## config.mk

```make
export PLATFORM = sky130hd
export DESIGN_NAME = mag_core
export DESIGN_NICKNAME = d
export VERILOG_FILES = /design/src/include/mag_pkg.sv /design/src/rtl/mag_addr_calc.sv /design/src/rtl/mag_core.sv
export VERILOG_INCLUDE_DIRS = /design/src /design/src/include
export SDC_FILE = /design/constraint.sdc
export NUM_CORES = 1
export LEC_CHECK = 0
export BUFFER_PORTS_ARGS = -buffer_cell sky130_fd_sc_hd__buf_2
export CAP_MARGIN = 20
export CORE_AREA = 2 2 77 79
export CTS_CLUSTER_SIZE = 20
export DETAILED_ROUTE_END_ITERATION = 8
export DIE_AREA = 0 0 79 81
export PLACE_DENSITY = 0.89
export SYNTH_ARGS = -nofsm -noshare
export SYNTH_HDL_FRONTEND = slang
export SYNTH_SLANG_ARGS = --single-unit
```

## constraint.sdc

```tcl
create_clock -name clk_sys_in -period 3.6 [get_ports clk_sys_in]
set_clock_uncertainty 0.1 [all_clocks]
set_input_delay 0.36 -clock clk_sys_in [delete_from_list [all_inputs] [get_ports clk_sys_in]]
set_output_delay 0.36 -clock clk_sys_in [all_outputs]
set_load 0.1 [all_outputs]
```

## src/include/mag_defs.svh

```systemverilog
// Constants for the address generation block: widths, offsets, bit positions, reset values
`ifndef MAG_DEFS_SVH
`define MAG_DEFS_SVH

`define MAG_PC_W        14
`define MAG_RAM_W       10
`define MAG_PAGE_BITS   8
`define MAG_ZP_BITS     6
`define MAG_MREG_BASE   10'h020
`define MAG_MREG_HI     6'h02
`define MAG_ROM_ACC_BIT 8
`define MAG_ROM_PORT_BIT 9
`define MAG_PC_RESET    14'h0000

`endif

```

## src/include/mag_pkg.sv

```systemverilog
// Types shared by the address generation block
package mag_pkg;

    // Operation requested by the instruction decoder
    typedef enum logic [3:0] {
        MAG_OP_NONE      = 4'h0,
        MAG_OP_RAM_IND   = 4'h1,
        MAG_OP_RAM_DIR   = 4'h2,
        MAG_OP_MREG_LOAD = 4'h3,
        MAG_OP_MREG_SWAP = 4'h4,
        MAG_OP_JMP_LONG  = 4'h5,
        MAG_OP_JMP_COND  = 4'h6,
        MAG_OP_CALL_LONG = 4'h7,
        MAG_OP_JMP_LOCAL = 4'h8,
        MAG_OP_CALL_ZERO = 4'h9,
        MAG_OP_TBL_JUMP  = 4'ha,
        MAG_OP_TBL_READ  = 4'hb
    } mag_op_t;

    // Sequencer state, Gray coded along idle -> fetch -> idle
    typedef enum logic [1:0] {
        MAG_ST_IDLE  = 2'b00,
        MAG_ST_FETCH = 2'b01
    } mag_state_t;

endpackage

```

## src/rtl/mag_addr_calc.sv

```systemverilog
// Combinational RAM address and program counter target calculation
`timescale 1ns/1ps
`include "mag_defs.svh"

module mag_addr_calc
    import mag_pkg::*;
(
    input  wire mag_op_t                  op_in,
    input  wire logic [`MAG_PC_W-1:0]     pc_inc_in,
    input  wire logic [13:0]              imm_in,
    input  wire logic [1:0]               w_in,
    input  wire logic [3:0]               x_in,
    input  wire logic [3:0]               y_in,
    input  wire logic [3:0]               acc_in,
    input  wire logic [3:0]               aux_in,
    input  wire logic                     status_in,
    output logic      [`MAG_RAM_W-1:0]    ram_addr_out,
    output logic                          ram_hit_out,
    output logic      [`MAG_PC_W-1:0]     pc_target_out,
    output logic      [`MAG_PC_W-1:0]     tbl_addr_out
);

    always_comb begin
        // Immediate high, accumulator middle, aux low; top bits cleared
        tbl_addr_out = {2'h0, imm_in[3:0], acc_in, aux_in};
        ram_addr_out = '0;
        ram_hit_out  = 1'b0;
        unique case (op_in)
            MAG_OP_RAM_IND: begin
                ram_addr_out = {w_in, x_in, y_in};
                ram_hit_out  = 1'b1;
            end
            MAG_OP_RAM_DIR: begin
                ram_addr_out = imm_in[`MAG_RAM_W-1:0];
                ram_hit_out  = 1'b1;
            end
            MAG_OP_MREG_LOAD, MAG_OP_MREG_SWAP: begin
                ram_addr_out = `MAG_MREG_BASE | {6'h00, imm_in[3:0]};
                ram_hit_out  = 1'b1;
            end
            default: begin
                ram_addr_out = '0;
                ram_hit_out  = 1'b0;
            end
        endcase
    end

    always_comb begin
        pc_target_out = pc_inc_in;
        unique case (op_in)
            MAG_OP_JMP_LONG, MAG_OP_CALL_LONG: begin
                pc_target_out = imm_in;
            end
            MAG_OP_JMP_COND: begin
                if (status_in) begin
                    pc_target_out = imm_in;
                end
            end
            MAG_OP_JMP_LOCAL: begin
                // Page part comes from the already advanced counter, so the
                // last word of a page branches into the next page
                if (status_in) begin
                    pc_target_out = {pc_inc_in[`MAG_PC_W-1:`MAG_PAGE_BITS],
                                     imm_in[`MAG_PAGE_BITS-1:0]};
                end
            end
            MAG_OP_CALL_ZERO: begin
                if (status_in) begin
                    pc_target_out = {8'h00, imm_in[`MAG_ZP_BITS-1:0]};
                end
            end
            MAG_OP_TBL_JUMP: begin
                pc_target_out = tbl_addr_out;
            end
            default: begin
                pc_target_out = pc_inc_in;
            end
        endcase
    end

endmodule

```

## src/rtl/mag_core.sv

```systemverilog
// Address generation for the 4-bit core: program counter, RAM address, table reads
`timescale 1ns/1ps
`include "mag_defs.svh"

// Function
// - Register indirect RAM address joins the top, middle and low address fields into 10 bits.
// - Direct RAM access uses the whole 10-bit second instruction word as the address.
// - A 16-digit memory register region is reached by load and swap with a 4-bit digit select.
// - Long jump, taken long conditional jump and long call load all 14 counter bits.
// - Program memory is split into 256-word pages starting at address zero.
// - A taken local jump replaces only the low 8 bits of the advanced counter and keeps its page.
// - A local jump at page offset 255 lands in the next page since the page was advanced.
// - A taken zero page call puts 6 immediate bits in the counter low bits and clears the rest.
// - Table jump goes to the address built from immediate, accumulator and aux nibbles.
// - Table read with ROM bit 8 set writes the low 8 bits to accumulator and aux.
// - Table read with ROM bit 9 set writes the low 8 bits to the two port registers.
// - Table read with bits 8 and 9 set performs both writes in the same instruction.
// - Table read only advances the counter; the table address serves the data fetch.

module mag_core
    import mag_pkg::*;
(
    input  wire logic                  clk_sys_in,
    input  wire logic                  reset_in,
    input  wire logic                  op_valid_in,
    input  wire mag_op_t               op_code_in,
    input  wire logic [13:0]           imm_in,
    input  wire logic [1:0]            w_in,
    input  wire logic [3:0]            x_in,
    input  wire logic [3:0]            y_in,
    input  wire logic [3:0]            acc_in,
    input  wire logic [3:0]            aux_in,
    input  wire logic                  status_in,
    input  wire logic [9:0]            rom_data_in,
    output logic                       ready_out,
    output logic [`MAG_PC_W-1:0]       pc_out,
    output logic [`MAG_RAM_W-1:0]      ram_addr_out,
    output logic                       ram_valid_out,
    output logic                       ram_swap_out,
    output logic [`MAG_PC_W-1:0]       tbl_addr_out,
    output logic                       tbl_rd_out,
    output logic [3:0]                 acc_out,
    output logic [3:0]                 aux_out,
    output logic                       acc_we_out,
    output logic [3:0]                 port_out_one_out,
    output logic [3:0]                 port_out_two_out,
    output logic                       port_we_out
);

    // ------------------------------------------------------------
    // State
    // ------------------------------------------------------------
    mag_state_t              state_r,     state_nxt;
    logic                    ready_r,     ready_nxt;
    logic [`MAG_PC_W-1:0]    pc_r,        pc_nxt;
    logic [`MAG_RAM_W-1:0]   ram_addr_r,  ram_addr_nxt;
    logic                    ram_valid_r, ram_valid_nxt;
    logic                    ram_swap_r,  ram_swap_nxt;
    logic [`MAG_PC_W-1:0]    tbl_addr_r,  tbl_addr_nxt;
    logic                    tbl_rd_r,    tbl_rd_nxt;
    logic [3:0]              acc_r,       acc_nxt;
    logic [3:0]              aux_r,       aux_nxt;
    logic                    acc_we_r,    acc_we_nxt;
    logic [3:0]              port_one_r,  port_one_nxt;
    logic [3:0]              port_two_r,  port_two_nxt;
    logic                    port_we_r,   port_we_nxt;

    logic                    accept;
    logic [`MAG_PC_W-1:0]    pc_inc;
    logic [`MAG_RAM_W-1:0]   calc_ram_addr;
    logic                    calc_ram_hit;
    logic [`MAG_PC_W-1:0]    calc_pc;
    logic [`MAG_PC_W-1:0]    calc_tbl;

    // Requests arriving while a table fetch is pending are ignored
    assign accept = op_valid_in && ready_r;
    assign pc_inc = pc_r + 14'h0001;

    mag_addr_calc u_calc (
        .op_in         (op_code_in),
        .pc_inc_in     (pc_inc),
        .imm_in        (imm_in),
        .w_in          (w_in),
        .x_in          (x_in),
        .y_in          (y_in),
        .acc_in        (acc_in),
        .aux_in        (aux_in),
        .status_in     (status_in),
        .ram_addr_out  (calc_ram_addr),
        .ram_hit_out   (calc_ram_hit),
        .pc_target_out (calc_pc),
        .tbl_addr_out  (calc_tbl)
    );

    // ------------------------------------------------------------
    // Next values
    // ------------------------------------------------------------
    always_comb begin
        state_nxt     = state_r;
        ready_nxt     = ready_r;
        pc_nxt        = pc_r;
        ram_addr_nxt  = ram_addr_r;
        ram_valid_nxt = 1'b0;
        ram_swap_nxt  = 1'b0;
        tbl_addr_nxt  = tbl_addr_r;
        tbl_rd_nxt    = 1'b0;
        acc_nxt       = acc_r;
        aux_nxt       = aux_r;
        acc_we_nxt    = 1'b0;
        port_one_nxt  = port_one_r;
        port_two_nxt  = port_two_r;
        port_we_nxt   = 1'b0;
        unique case (state_r)
            MAG_ST_IDLE: begin
                if (accept) begin
                    pc_nxt        = calc_pc;
                    ram_valid_nxt = calc_ram_hit;
                    ram_swap_nxt  = (op_code_in == MAG_OP_MREG_SWAP);
                    if (calc_ram_hit) begin
                        ram_addr_nxt = calc_ram_addr;
                    end
                    if (op_code_in == MAG_OP_TBL_READ) begin
                        // Counter only advances; table address goes to the ROM port
                        tbl_addr_nxt = calc_tbl;
                        tbl_rd_nxt   = 1'b1;
                        state_nxt    = MAG_ST_FETCH;
                        ready_nxt    = 1'b0;
                    end
                end
            end
            MAG_ST_FETCH: begin
                // Both writes may happen in the same cycle
                if (rom_data_in[`MAG_ROM_ACC_BIT]) begin
                    acc_nxt    = rom_data_in[7:4];
                    aux_nxt    = rom_data_in[3:0];
                    acc_we_nxt = 1'b1;
                end
                if (rom_data_in[`MAG_ROM_PORT_BIT]) begin
                    port_one_nxt = rom_data_in[7:4];
                    port_two_nxt = rom_data_in[3:0];
                    port_we_nxt  = 1'b1;
                end
                state_nxt = MAG_ST_IDLE;
                ready_nxt = 1'b1;
            end
            default: begin
                state_nxt = MAG_ST_IDLE;
                ready_nxt = 1'b1;
            end
        endcase
    end

    // ------------------------------------------------------------
    // Registers
    // ------------------------------------------------------------
    always_ff @(posedge clk_sys_in) begin
        if (reset_in) begin
            state_r     <= MAG_ST_IDLE;
            ready_r     <= 1'b1;
            pc_r        <= `MAG_PC_RESET;
            ram_addr_r  <= '0;
            ram_valid_r <= 1'b0;
            ram_swap_r  <= 1'b0;
            tbl_addr_r  <= '0;
            tbl_rd_r    <= 1'b0;
            acc_r       <= 4'h0;
            aux_r       <= 4'h0;
            acc_we_r    <= 1'b0;
            port_one_r  <= 4'h0;
            port_two_r  <= 4'h0;
            port_we_r   <= 1'b0;
        end else begin
            state_r     <= state_nxt;
            ready_r     <= ready_nxt;
            pc_r        <= pc_nxt;
            ram_addr_r  <= ram_addr_nxt;
            ram_valid_r <= ram_valid_nxt;
            ram_swap_r  <= ram_swap_nxt;
            tbl_addr_r  <= tbl_addr_nxt;
            tbl_rd_r    <= tbl_rd_nxt;
            acc_r       <= acc_nxt;
            aux_r       <= aux_nxt;
            acc_we_r    <= acc_we_nxt;
            port_one_r  <= port_one_nxt;
            port_two_r  <= port_two_nxt;
            port_we_r   <= port_we_nxt;
        end
    end

    assign ready_out        = ready_r;
    assign pc_out           = pc_r;
    assign ram_addr_out     = ram_addr_r;
    assign ram_valid_out    = ram_valid_r;
    assign ram_swap_out     = ram_swap_r;
    assign tbl_addr_out     = tbl_addr_r;
    assign tbl_rd_out       = tbl_rd_r;
    assign acc_out          = acc_r;
    assign aux_out          = aux_r;
    assign acc_we_out       = acc_we_r;
    assign port_out_one_out = port_one_r;
    assign port_out_two_out = port_two_r;
    assign port_we_out      = port_we_r;
endmodule

```

==> results of run 1 <==
-- worst max-delay path: cells and delay by family (launching register included) --
family	cells	cell delay, ns
DFF	1	0.50
muxes	1	0.28
and+or+nand+nor	3	1.43
-- final cells by class --
cell class	count	area share
multi-input combinational	249	0.422
sequential	59	0.329
timing repair buffer	109	0.153
clock buffer	9	0.0345
clock inverter	7	0.0324
tap	75	0.0261
inverter	2	0.00209
-- kinds of logic after synthesis --
logic type               after synthesis  synth area share
AND/OR/NAND/NOR                      143             0.255
AO/OA/AOI/OAI                         85             0.210
flip-flops                            59             0.417
buffers and inverters                 25            0.0499
multiplexers                          16            0.0569
XOR/XNOR                               2           0.00618
adder cells (fa/ha/maj)                1           0.00441
other                                  1           0.00132
-- power groups by stage --
stage	sequential [mW]	combinational [mW]	clock (mW)
3_5_place_dp	0.698	0.287	0
6_report	0.684	0.290	0.731
4_1_cts	0.683	0.287	0.740
2_1_floorplan	0.799	0.117	0
5_1_grt	0.686	0.306	0.766
3_3_place_gp	0.697	0.282	0
-- worst min-delay path by stage --
| stage | startpoint | end | depth (start not counted) |
|---|---|---|---|
| 2_1_floorplan | aux_in[0] | tbl_addr_out[0] | 2 |
| 3_3_place_gp | ram_addr_out[6] | ram_addr_out[6] | 2 |
| 3_5_place_dp | acc_out[1] | acc_out[1] | 2 |
| 5_1_grt | rom_data_in[2] | port_out_two_out[2] | 3 |
| 6_report | rom_data_in[2] | aux_out[2] | 3 |
| 4_1_cts | rom_data_in[2] | aux_out[2] | 3 |
-- routing by layer --
layer	vias up	part of all wire
met3	15	0.084
li1	1397	-
met2	138	0.48
met4	0	0.019
met5	-	0
met1	1358	0.42
-- through the flow --
step                      power (mW)   util  cell area, um2  instances  hold slack (ns)
after floorplan                0.917      -            2840        333            0.407
after global placement         0.979  0.590            3350        494            0.341
after detailed placement       0.985  0.590            3350        494            0.348
after CTS                       1.71  0.632            3590        510            0.167
after global routing            1.76  0.632            3590        510            0.180
final                           1.70  0.632            3590        510            0.174
-- layout by cell type (no fill, tap or decap), types with 3 or more instances in the layout --
cell | synthesis | layout
nor2b_1 | 3 | 3
a221oi_1 | 3 | 3
nand2_1 | 40 | 40
nor4_1 | 3 | 3
a21oi_1 | 39 | 39
a21o_1 | 3 | 3
nand3_1 | 24 | 24
buf_2 | 2 | 107
nor3_1 | 10 | 10
bufinv_16 | 0 | 3
o21ai_0 | 4 | 4
o32ai_1 | 3 | 3
mux2i_1 | 15 | 15
dfxtp_1 | 59 | 59
nor2_1 | 35 | 35
a22o_1 | 9 | 9
a221o_1 | 6 | 6
clkbuf_8 | 0 | 9
and3_1 | 3 | 3
nand2b_1 | 4 | 4
o22ai_1 | 4 | 4
-- registers in the layout (all words and copies together), names as in the netlist, 4 cells and up --
signal            count
ram_addr_out         10
aux_out               4
acc_out               4
pc_out               14
port_out_one_out      4
tbl_addr_out         12
port_out_two_out      4
==> metrics, run 1 <==
antenna diode count=0; nature of the critical path startpoint=flip-flop; Max-slew headroom=0.378; placed wire-length estimate after detailed placement=approximately 5800 um; layout cell share with drive strength beyond 1=0.322; Clk pin slew, worst setup/hold paths=about 0.070 ns; synthesized cell area=approximately 2800 um2; Port Buffers=about 110; worst r2r dst=tbl_addr_out[11]; Worst Tran Pin Value=0.933 ns; Cells after Synth=between 300 and 400; FILL cells=500; Final min period=~2.4 ns; met3 global-route usage=0.0544; Synth Warn #=0; cell type with the highest aggregate area in the netlist=dfxtp_1; # clock sinks=between 50 and 60; distinct cell type count of the synthesized netlist=57; Vert. Die Dim=approximately 80 um; final-report hold violation count=0; setup-violating endpoint count in the final report=0; Gate power share=0.170; via count of the routed design=2908; delay of the slowest cell on the worst path=approximately 0.78 ns; number of placement rows=28; critical path capture point=tbl_addr_out[11]; horizontal extent of the die=a little under 80 um; total clock buffers created by CTS=9; Synth Register Bits=59; Fmax achieved=between 400 and 500 MHz; Lkg Pwr=1.53 nW; All-Layer GR Usage=0.244; Tcrit/Tclk final=0.677; net total in the final layout=around 480; signal arrival time at the worst endpoint=about 2.5 ns; FF-to-FF setup slack=1.16 ns; Total Die Area=roughly 6400 um2; most instantiated library cell after synthesis=dfxtp_1; num ports=110; worst-case vdd ir drop=0.310 mV; power density relative to cell area=roughly 470 nW/um2; TritonCTS clock tree=yes; top area cells in the synthesized netlist=dfxtp_1 (42%), a21oi_1 (6.9%), mux2i_1 (5.3%); Wirelength per Cell=15.4 um; largest buffer count on any clock path=2; Critical R2R Launch=state_r[0]; max-slew violation count=0; initial core utilization=0.500; prevailing post-synth register cell=dfxtp_1; CTS Root Cell=clkbuf_8; number of DRC violations after detailed-routing iteration 0=between 200 and 250; part of the total power dissipated in the clock network=0.429; worst slack at placement=between 1 and 1.5 ns; Tightest Hold Check Type=input port to flip-flop; hold buffer count at CTS=0; maximum fanout along the worst path=21; FF/Latch Area=1180 um2; insertion delay of the later-clocked pin in the worst-skew pair=0.34 ns; Worst setup startpoint=state_r[0]; switching part of the total power=0.296; count of H-tree levels built during CTS=3; Worst Reg2Reg Path Length in Cells=4; RSZ-0062 raised after global routing=no; number of buffers inserted by post-CTS setup repair=0; required time worst endpoint=around 3.7 ns; register area share after synthesis=0.417; area taken by multi-input logic gates=~1500 um2; net load switching power=approximately 0.5 mW; overall routed net length=7850 um; critical path cell sequence=nand3b_1 > nor2_2 > mux2i_1 > nor2_1; number of antenna violations at the first check in global routing=0; met2 track demand over resource in global routing=0.408; pin count of the biggest net entering global routing=53; post-route worst setup slack=~1.2 ns; routability-driven placement congestion ratio=~0.9; global-route track usage on met1=0.307; number of instances resized during post-cts repair=0; Fin Setup TNS=0 ns; most common library cells after synthesis=dfxtp_1 (59), nand2_1 (40), a21oi_1 (39), nor2_1 (35), nand3_1 (24); outcome=complete, no violations; Final ANT Viol Nets=0; via count of the first global-routing pass=2582; cell with the largest stage delay on the worst path=nor2_2; DRC=0; number of max-cap violations=0; cell internal power dissipation=between 1 and 1.5 mW; area delta synth->final=26.6%; share of async-settable or async-resettable flops after synthesis=0; proportion of netlist area held by the largest area contributor=0.417; Post-synth EDFFs=0; gr ovfl total=0; highest-utilization routing layer at the global route stage=met2; Initial DRT Pass Iterations=5; type of the worst setup path=flip-flop to flip-flop; sequential cell fraction of total power=0.401; endpoint class of the critical path=flip-flop; Avg Cell Area, Syn=approximately 8.5 um2; post-DR vias/cell=5.70; area of the core region=between 5000 and 6000 um2; wire length of the first global-routing pass=12200 um
(Power assumes the default switching activity.)
==> run 2, diff against run 1 <==
--- a/config.mk
+++ b/config.mk
@@ -6,13 +6,14 @@
 export SDC_FILE = /design/constraint.sdc
 export NUM_CORES = 1
 export LEC_CHECK = 0
+export ABC_AREA = 1
 export BUFFER_PORTS_ARGS = -buffer_cell sky130_fd_sc_hd__buf_2
 export CAP_MARGIN = 20
-export CORE_AREA = 2 2 77 79
+export CORE_AREA = 2 2 79 81
 export CTS_CLUSTER_SIZE = 20
 export DETAILED_ROUTE_END_ITERATION = 8
-export DIE_AREA = 0 0 79 81
-export PLACE_DENSITY = 0.89
+export DIE_AREA = 0 0 81 83
+export PLACE_DENSITY = 0.85
 export SYNTH_ARGS = -nofsm -noshare
 export SYNTH_HDL_FRONTEND = slang
 export SYNTH_SLANG_ARGS = --single-unit
==> constraint.sdc (replaced) <==
create_clock -name clk_sys_in -period 2.55 [get_ports clk_sys_in]
set_clock_uncertainty 0.1 [all_clocks]
set_input_delay 0.255 -clock clk_sys_in [delete_from_list [all_inputs] [get_ports clk_sys_in]]
set_output_delay 0.255 -clock clk_sys_in [all_outputs]
set_load 0.1 [all_outputs]
==> run 2 against run 1 <==
Effect of this change:
- die area is 5.1% higher
- synthesized area is 0.40% lower
- via count is 8.1% higher
- sequential power up 44%
- non-clock buffer count unchanged
- first-iteration DRC count fell by 14%
- core utilization shrank 0.84 points
- combinational power increased by 81%
- worst hold slack got worse by 0.10 ns
- global-route usage shrank 0.074 points
- synthesized cell count rose by 27%
- largest power group is now sequential cells
==> metrics, run 2 <==
outcome=complete, no violations; Cells after Synth=~420; horizontal extent of the die=approximately 80 um; endpoint class of the critical path=primary output; distinct cell type count of the synthesized netlist=31; type of the worst setup path=flip-flop to primary output; max-slew violation count=0; share of async-settable or async-resettable flops after synthesis=0; number of antenna violations at the first check in global routing=0; post-DR vias/cell=5.15; kind of cell adding the most delay to the critical path=buffers and inverters; setup-violating endpoint count in the final report=0; most frequent cells in the layout=buf_2 (107), nand2_1 (91), nor2_1 (88); TritonCTS clock tree=yes; Synth Register Bits=59; most frequent standard cell in the layout excluding fill and tap cells=buf_2; Wirelength per Cell=13.4 um; net total in the final layout=582; placed wire-length estimate after detailed placement=5870 um; cell with the largest stage delay on the worst path=buf_2; total buffers and inverters traversed by the critical path=1; nature of the critical path startpoint=flip-flop; area of the core region=just under 6000 um2; overall routed net length=between 8000 and 9000 um; hold buffer count at CTS=0; area delta synth->final=28.5%; All-Layer GR Usage=0.244; Vert. Die Dim=83 um; Tcrit/Tclk final=0.644; via count of the routed design=between 3000 and 4000; number of max-cap violations=0; Tightest Hold Check Type=input port to flip-flop; signal arrival time at the worst endpoint=between 1 and 1.5 ns; Clk pin slew, worst setup/hold paths=~0.08 ns; Fmax achieved=609 MHz; critical path cell sequence=buf_2; Worst Reg2Reg Path Length in Cells=7; final-report hold violation count=0; Critical R2R Launch=pc_out[0]; Synth Warn #=0; layout cell share with drive strength beyond 1=0.269; antenna diode count=0; initial core utilization=0.486; Hold EP=acc_out[1]; Total Die Area=between 6000 and 7000 um2; count of H-tree levels built during CTS=3; largest buffer count on any clock path=2; required time worst endpoint=approximately 2.2 ns; power density relative to cell area=roughly 680 nW/um2; worst-case vdd ir drop=0.383 mV; FF-to-FF setup slack=approximately 0.96 ns; most instantiated library cell after synthesis=nand2_1; total clock buffers created by CTS=9; RSZ-0062 raised after global routing=no; worst r2r dst=pc_out[10]; number of placement rows=28; Lkg Pwr=1.86 nW; pin count of the biggest net entering global routing=between 40 and 50; register area share after synthesis=0.418; num ports=110; synthesized cell area=2820 um2; via count of the first global-routing pass=2910; CTS Root Cell=clkbuf_8; Fin Setup TNS=0 ns; Initial DRT Pass Iterations=4; top area cells in the synthesized netlist=dfxtp_1 (42%), nand2_1 (12%), nor2_1 (12%); Hold Path Origin=rom_data_in[5]; Port Buffers=107; number of DRC violations after detailed-routing iteration 0=200; Final ANT Viol Nets=0; max FFs per register=14; DRC=0; final core occ=0.624; most common library cells after synthesis=nand2_1 (91), nor2_1 (88), dfxtp_1 (59), o21ai_0 (50); insertion delay of the later-clocked pin in the worst-skew pair=between 0.3 and 0.4 ns; cell type with the highest aggregate area in the netlist=dfxtp_1; worst hold path stage count=3; number of buffers inserted by post-CTS setup repair=0; Final min period=roughly 1.6 ns; Avg Cell Area, Syn=roughly 6.7 um2; routability-driven placement congestion ratio=a little under 0.9; number of instances resized during post-cts repair=0; gr ovfl total=0; proportion of netlist area held by the largest area contributor=0.418; Post-synth EDFFs=0; delay of the slowest cell on the worst path=roughly 0.48 ns; prevailing post-synth register cell=dfxtp_1; maximum fanout along the worst path=8; # clock sinks=59; wire length of the first global-routing pass=roughly 13000 um
run 2: cell types whose count changed in the layout (fill, tap and decap cells not counted), sizes merged, moves of 15 or more:
cell / change
nand2: +56
nor2: +56
mux2i: -15
inv: +36
o21ai: +46
run 2: through the flow:
| step | total power, mW | worst slack (ns) | hold slack (ns) | instance area [um2] | cells |
|---|---|---|---|---|---|
| 2_1_floorplan | 1.41 | 0.325 | 0.304 | 2830 | 424 |
| 3_3_place_gp | 1.52 | 0.971 | 0.357 | 3410 | 595 |
| 3_5_place_dp | 1.52 | 0.928 | 0.370 | 3410 | 595 |
| 4_1_cts | 2.48 | 0.922 | 0.0681 | 3630 | 611 |
| 5_1_grt | 2.56 | 0.795 | 0.0750 | 3630 | 611 |
| 6_report | 2.47 | 0.907 | 0.0688 | 3630 | 611 |
run 2: final cells by class:
class	instances	area, um2
flip-flops and latches	59	1180
inverters	38	143
multi-input cells	314	1440
clock buffers	9	124
well taps	75	93.8
repair buffers	109	551
clock inverters	7	100
fillers	548	2190
run 2: logic make-up (layout without fill, tap and decap cells):
group	after synthesis	count (layout)	share of synthesized area
AOI/OAI and AO/OA	91	91	0.170
xor gates and xnor gates	2	2	0.00620
adders and majority gates	1	1	0.00443
buffers and inverters	51	163	0.0740
DFF	59	59	0.418
other	1	2	0.00133
and+or+nand+nor	218	218	0.326
run 2: worst max path at each step:
stage          slack, ns               to  depth (start not counted)          start
6_report            0.91        pc_out[5]                          1      pc_out[5]
3_3_place_gp        0.97  tbl_addr_out[3]                          9  op_code_in[3]
3_5_place_dp        0.93  tbl_addr_out[2]                          9  op_code_in[3]
4_1_cts             0.92        pc_out[5]                          1      pc_out[5]
2_1_floorplan       0.33        pc_out[8]                          7      pc_out[0]
5_1_grt             0.79       pc_out[10]                          7      pc_out[1]
run 2: layer usage:
| metal | GRT usage | routed length (um) | vias to the layer above |
|---|---|---|---|
| met5 | 0 | 0 | - |
| met3 | 0.0772 | 714 | 25 |
| li1 | - | - | 1568 |
| met2 | 0.395 | 3830 | 134 |
| met4 | 0.0755 | 203 | 0 |
| met1 | 0.305 | 3420 | 1418 |
run 2: report_power, final:
| part | switching, mW | internal [mW] |
|---|---|---|
| clock | 0.410 | 0.554 |
| sequential | 0.0316 | 0.955 |
| combinational | 0.414 | 0.110 |
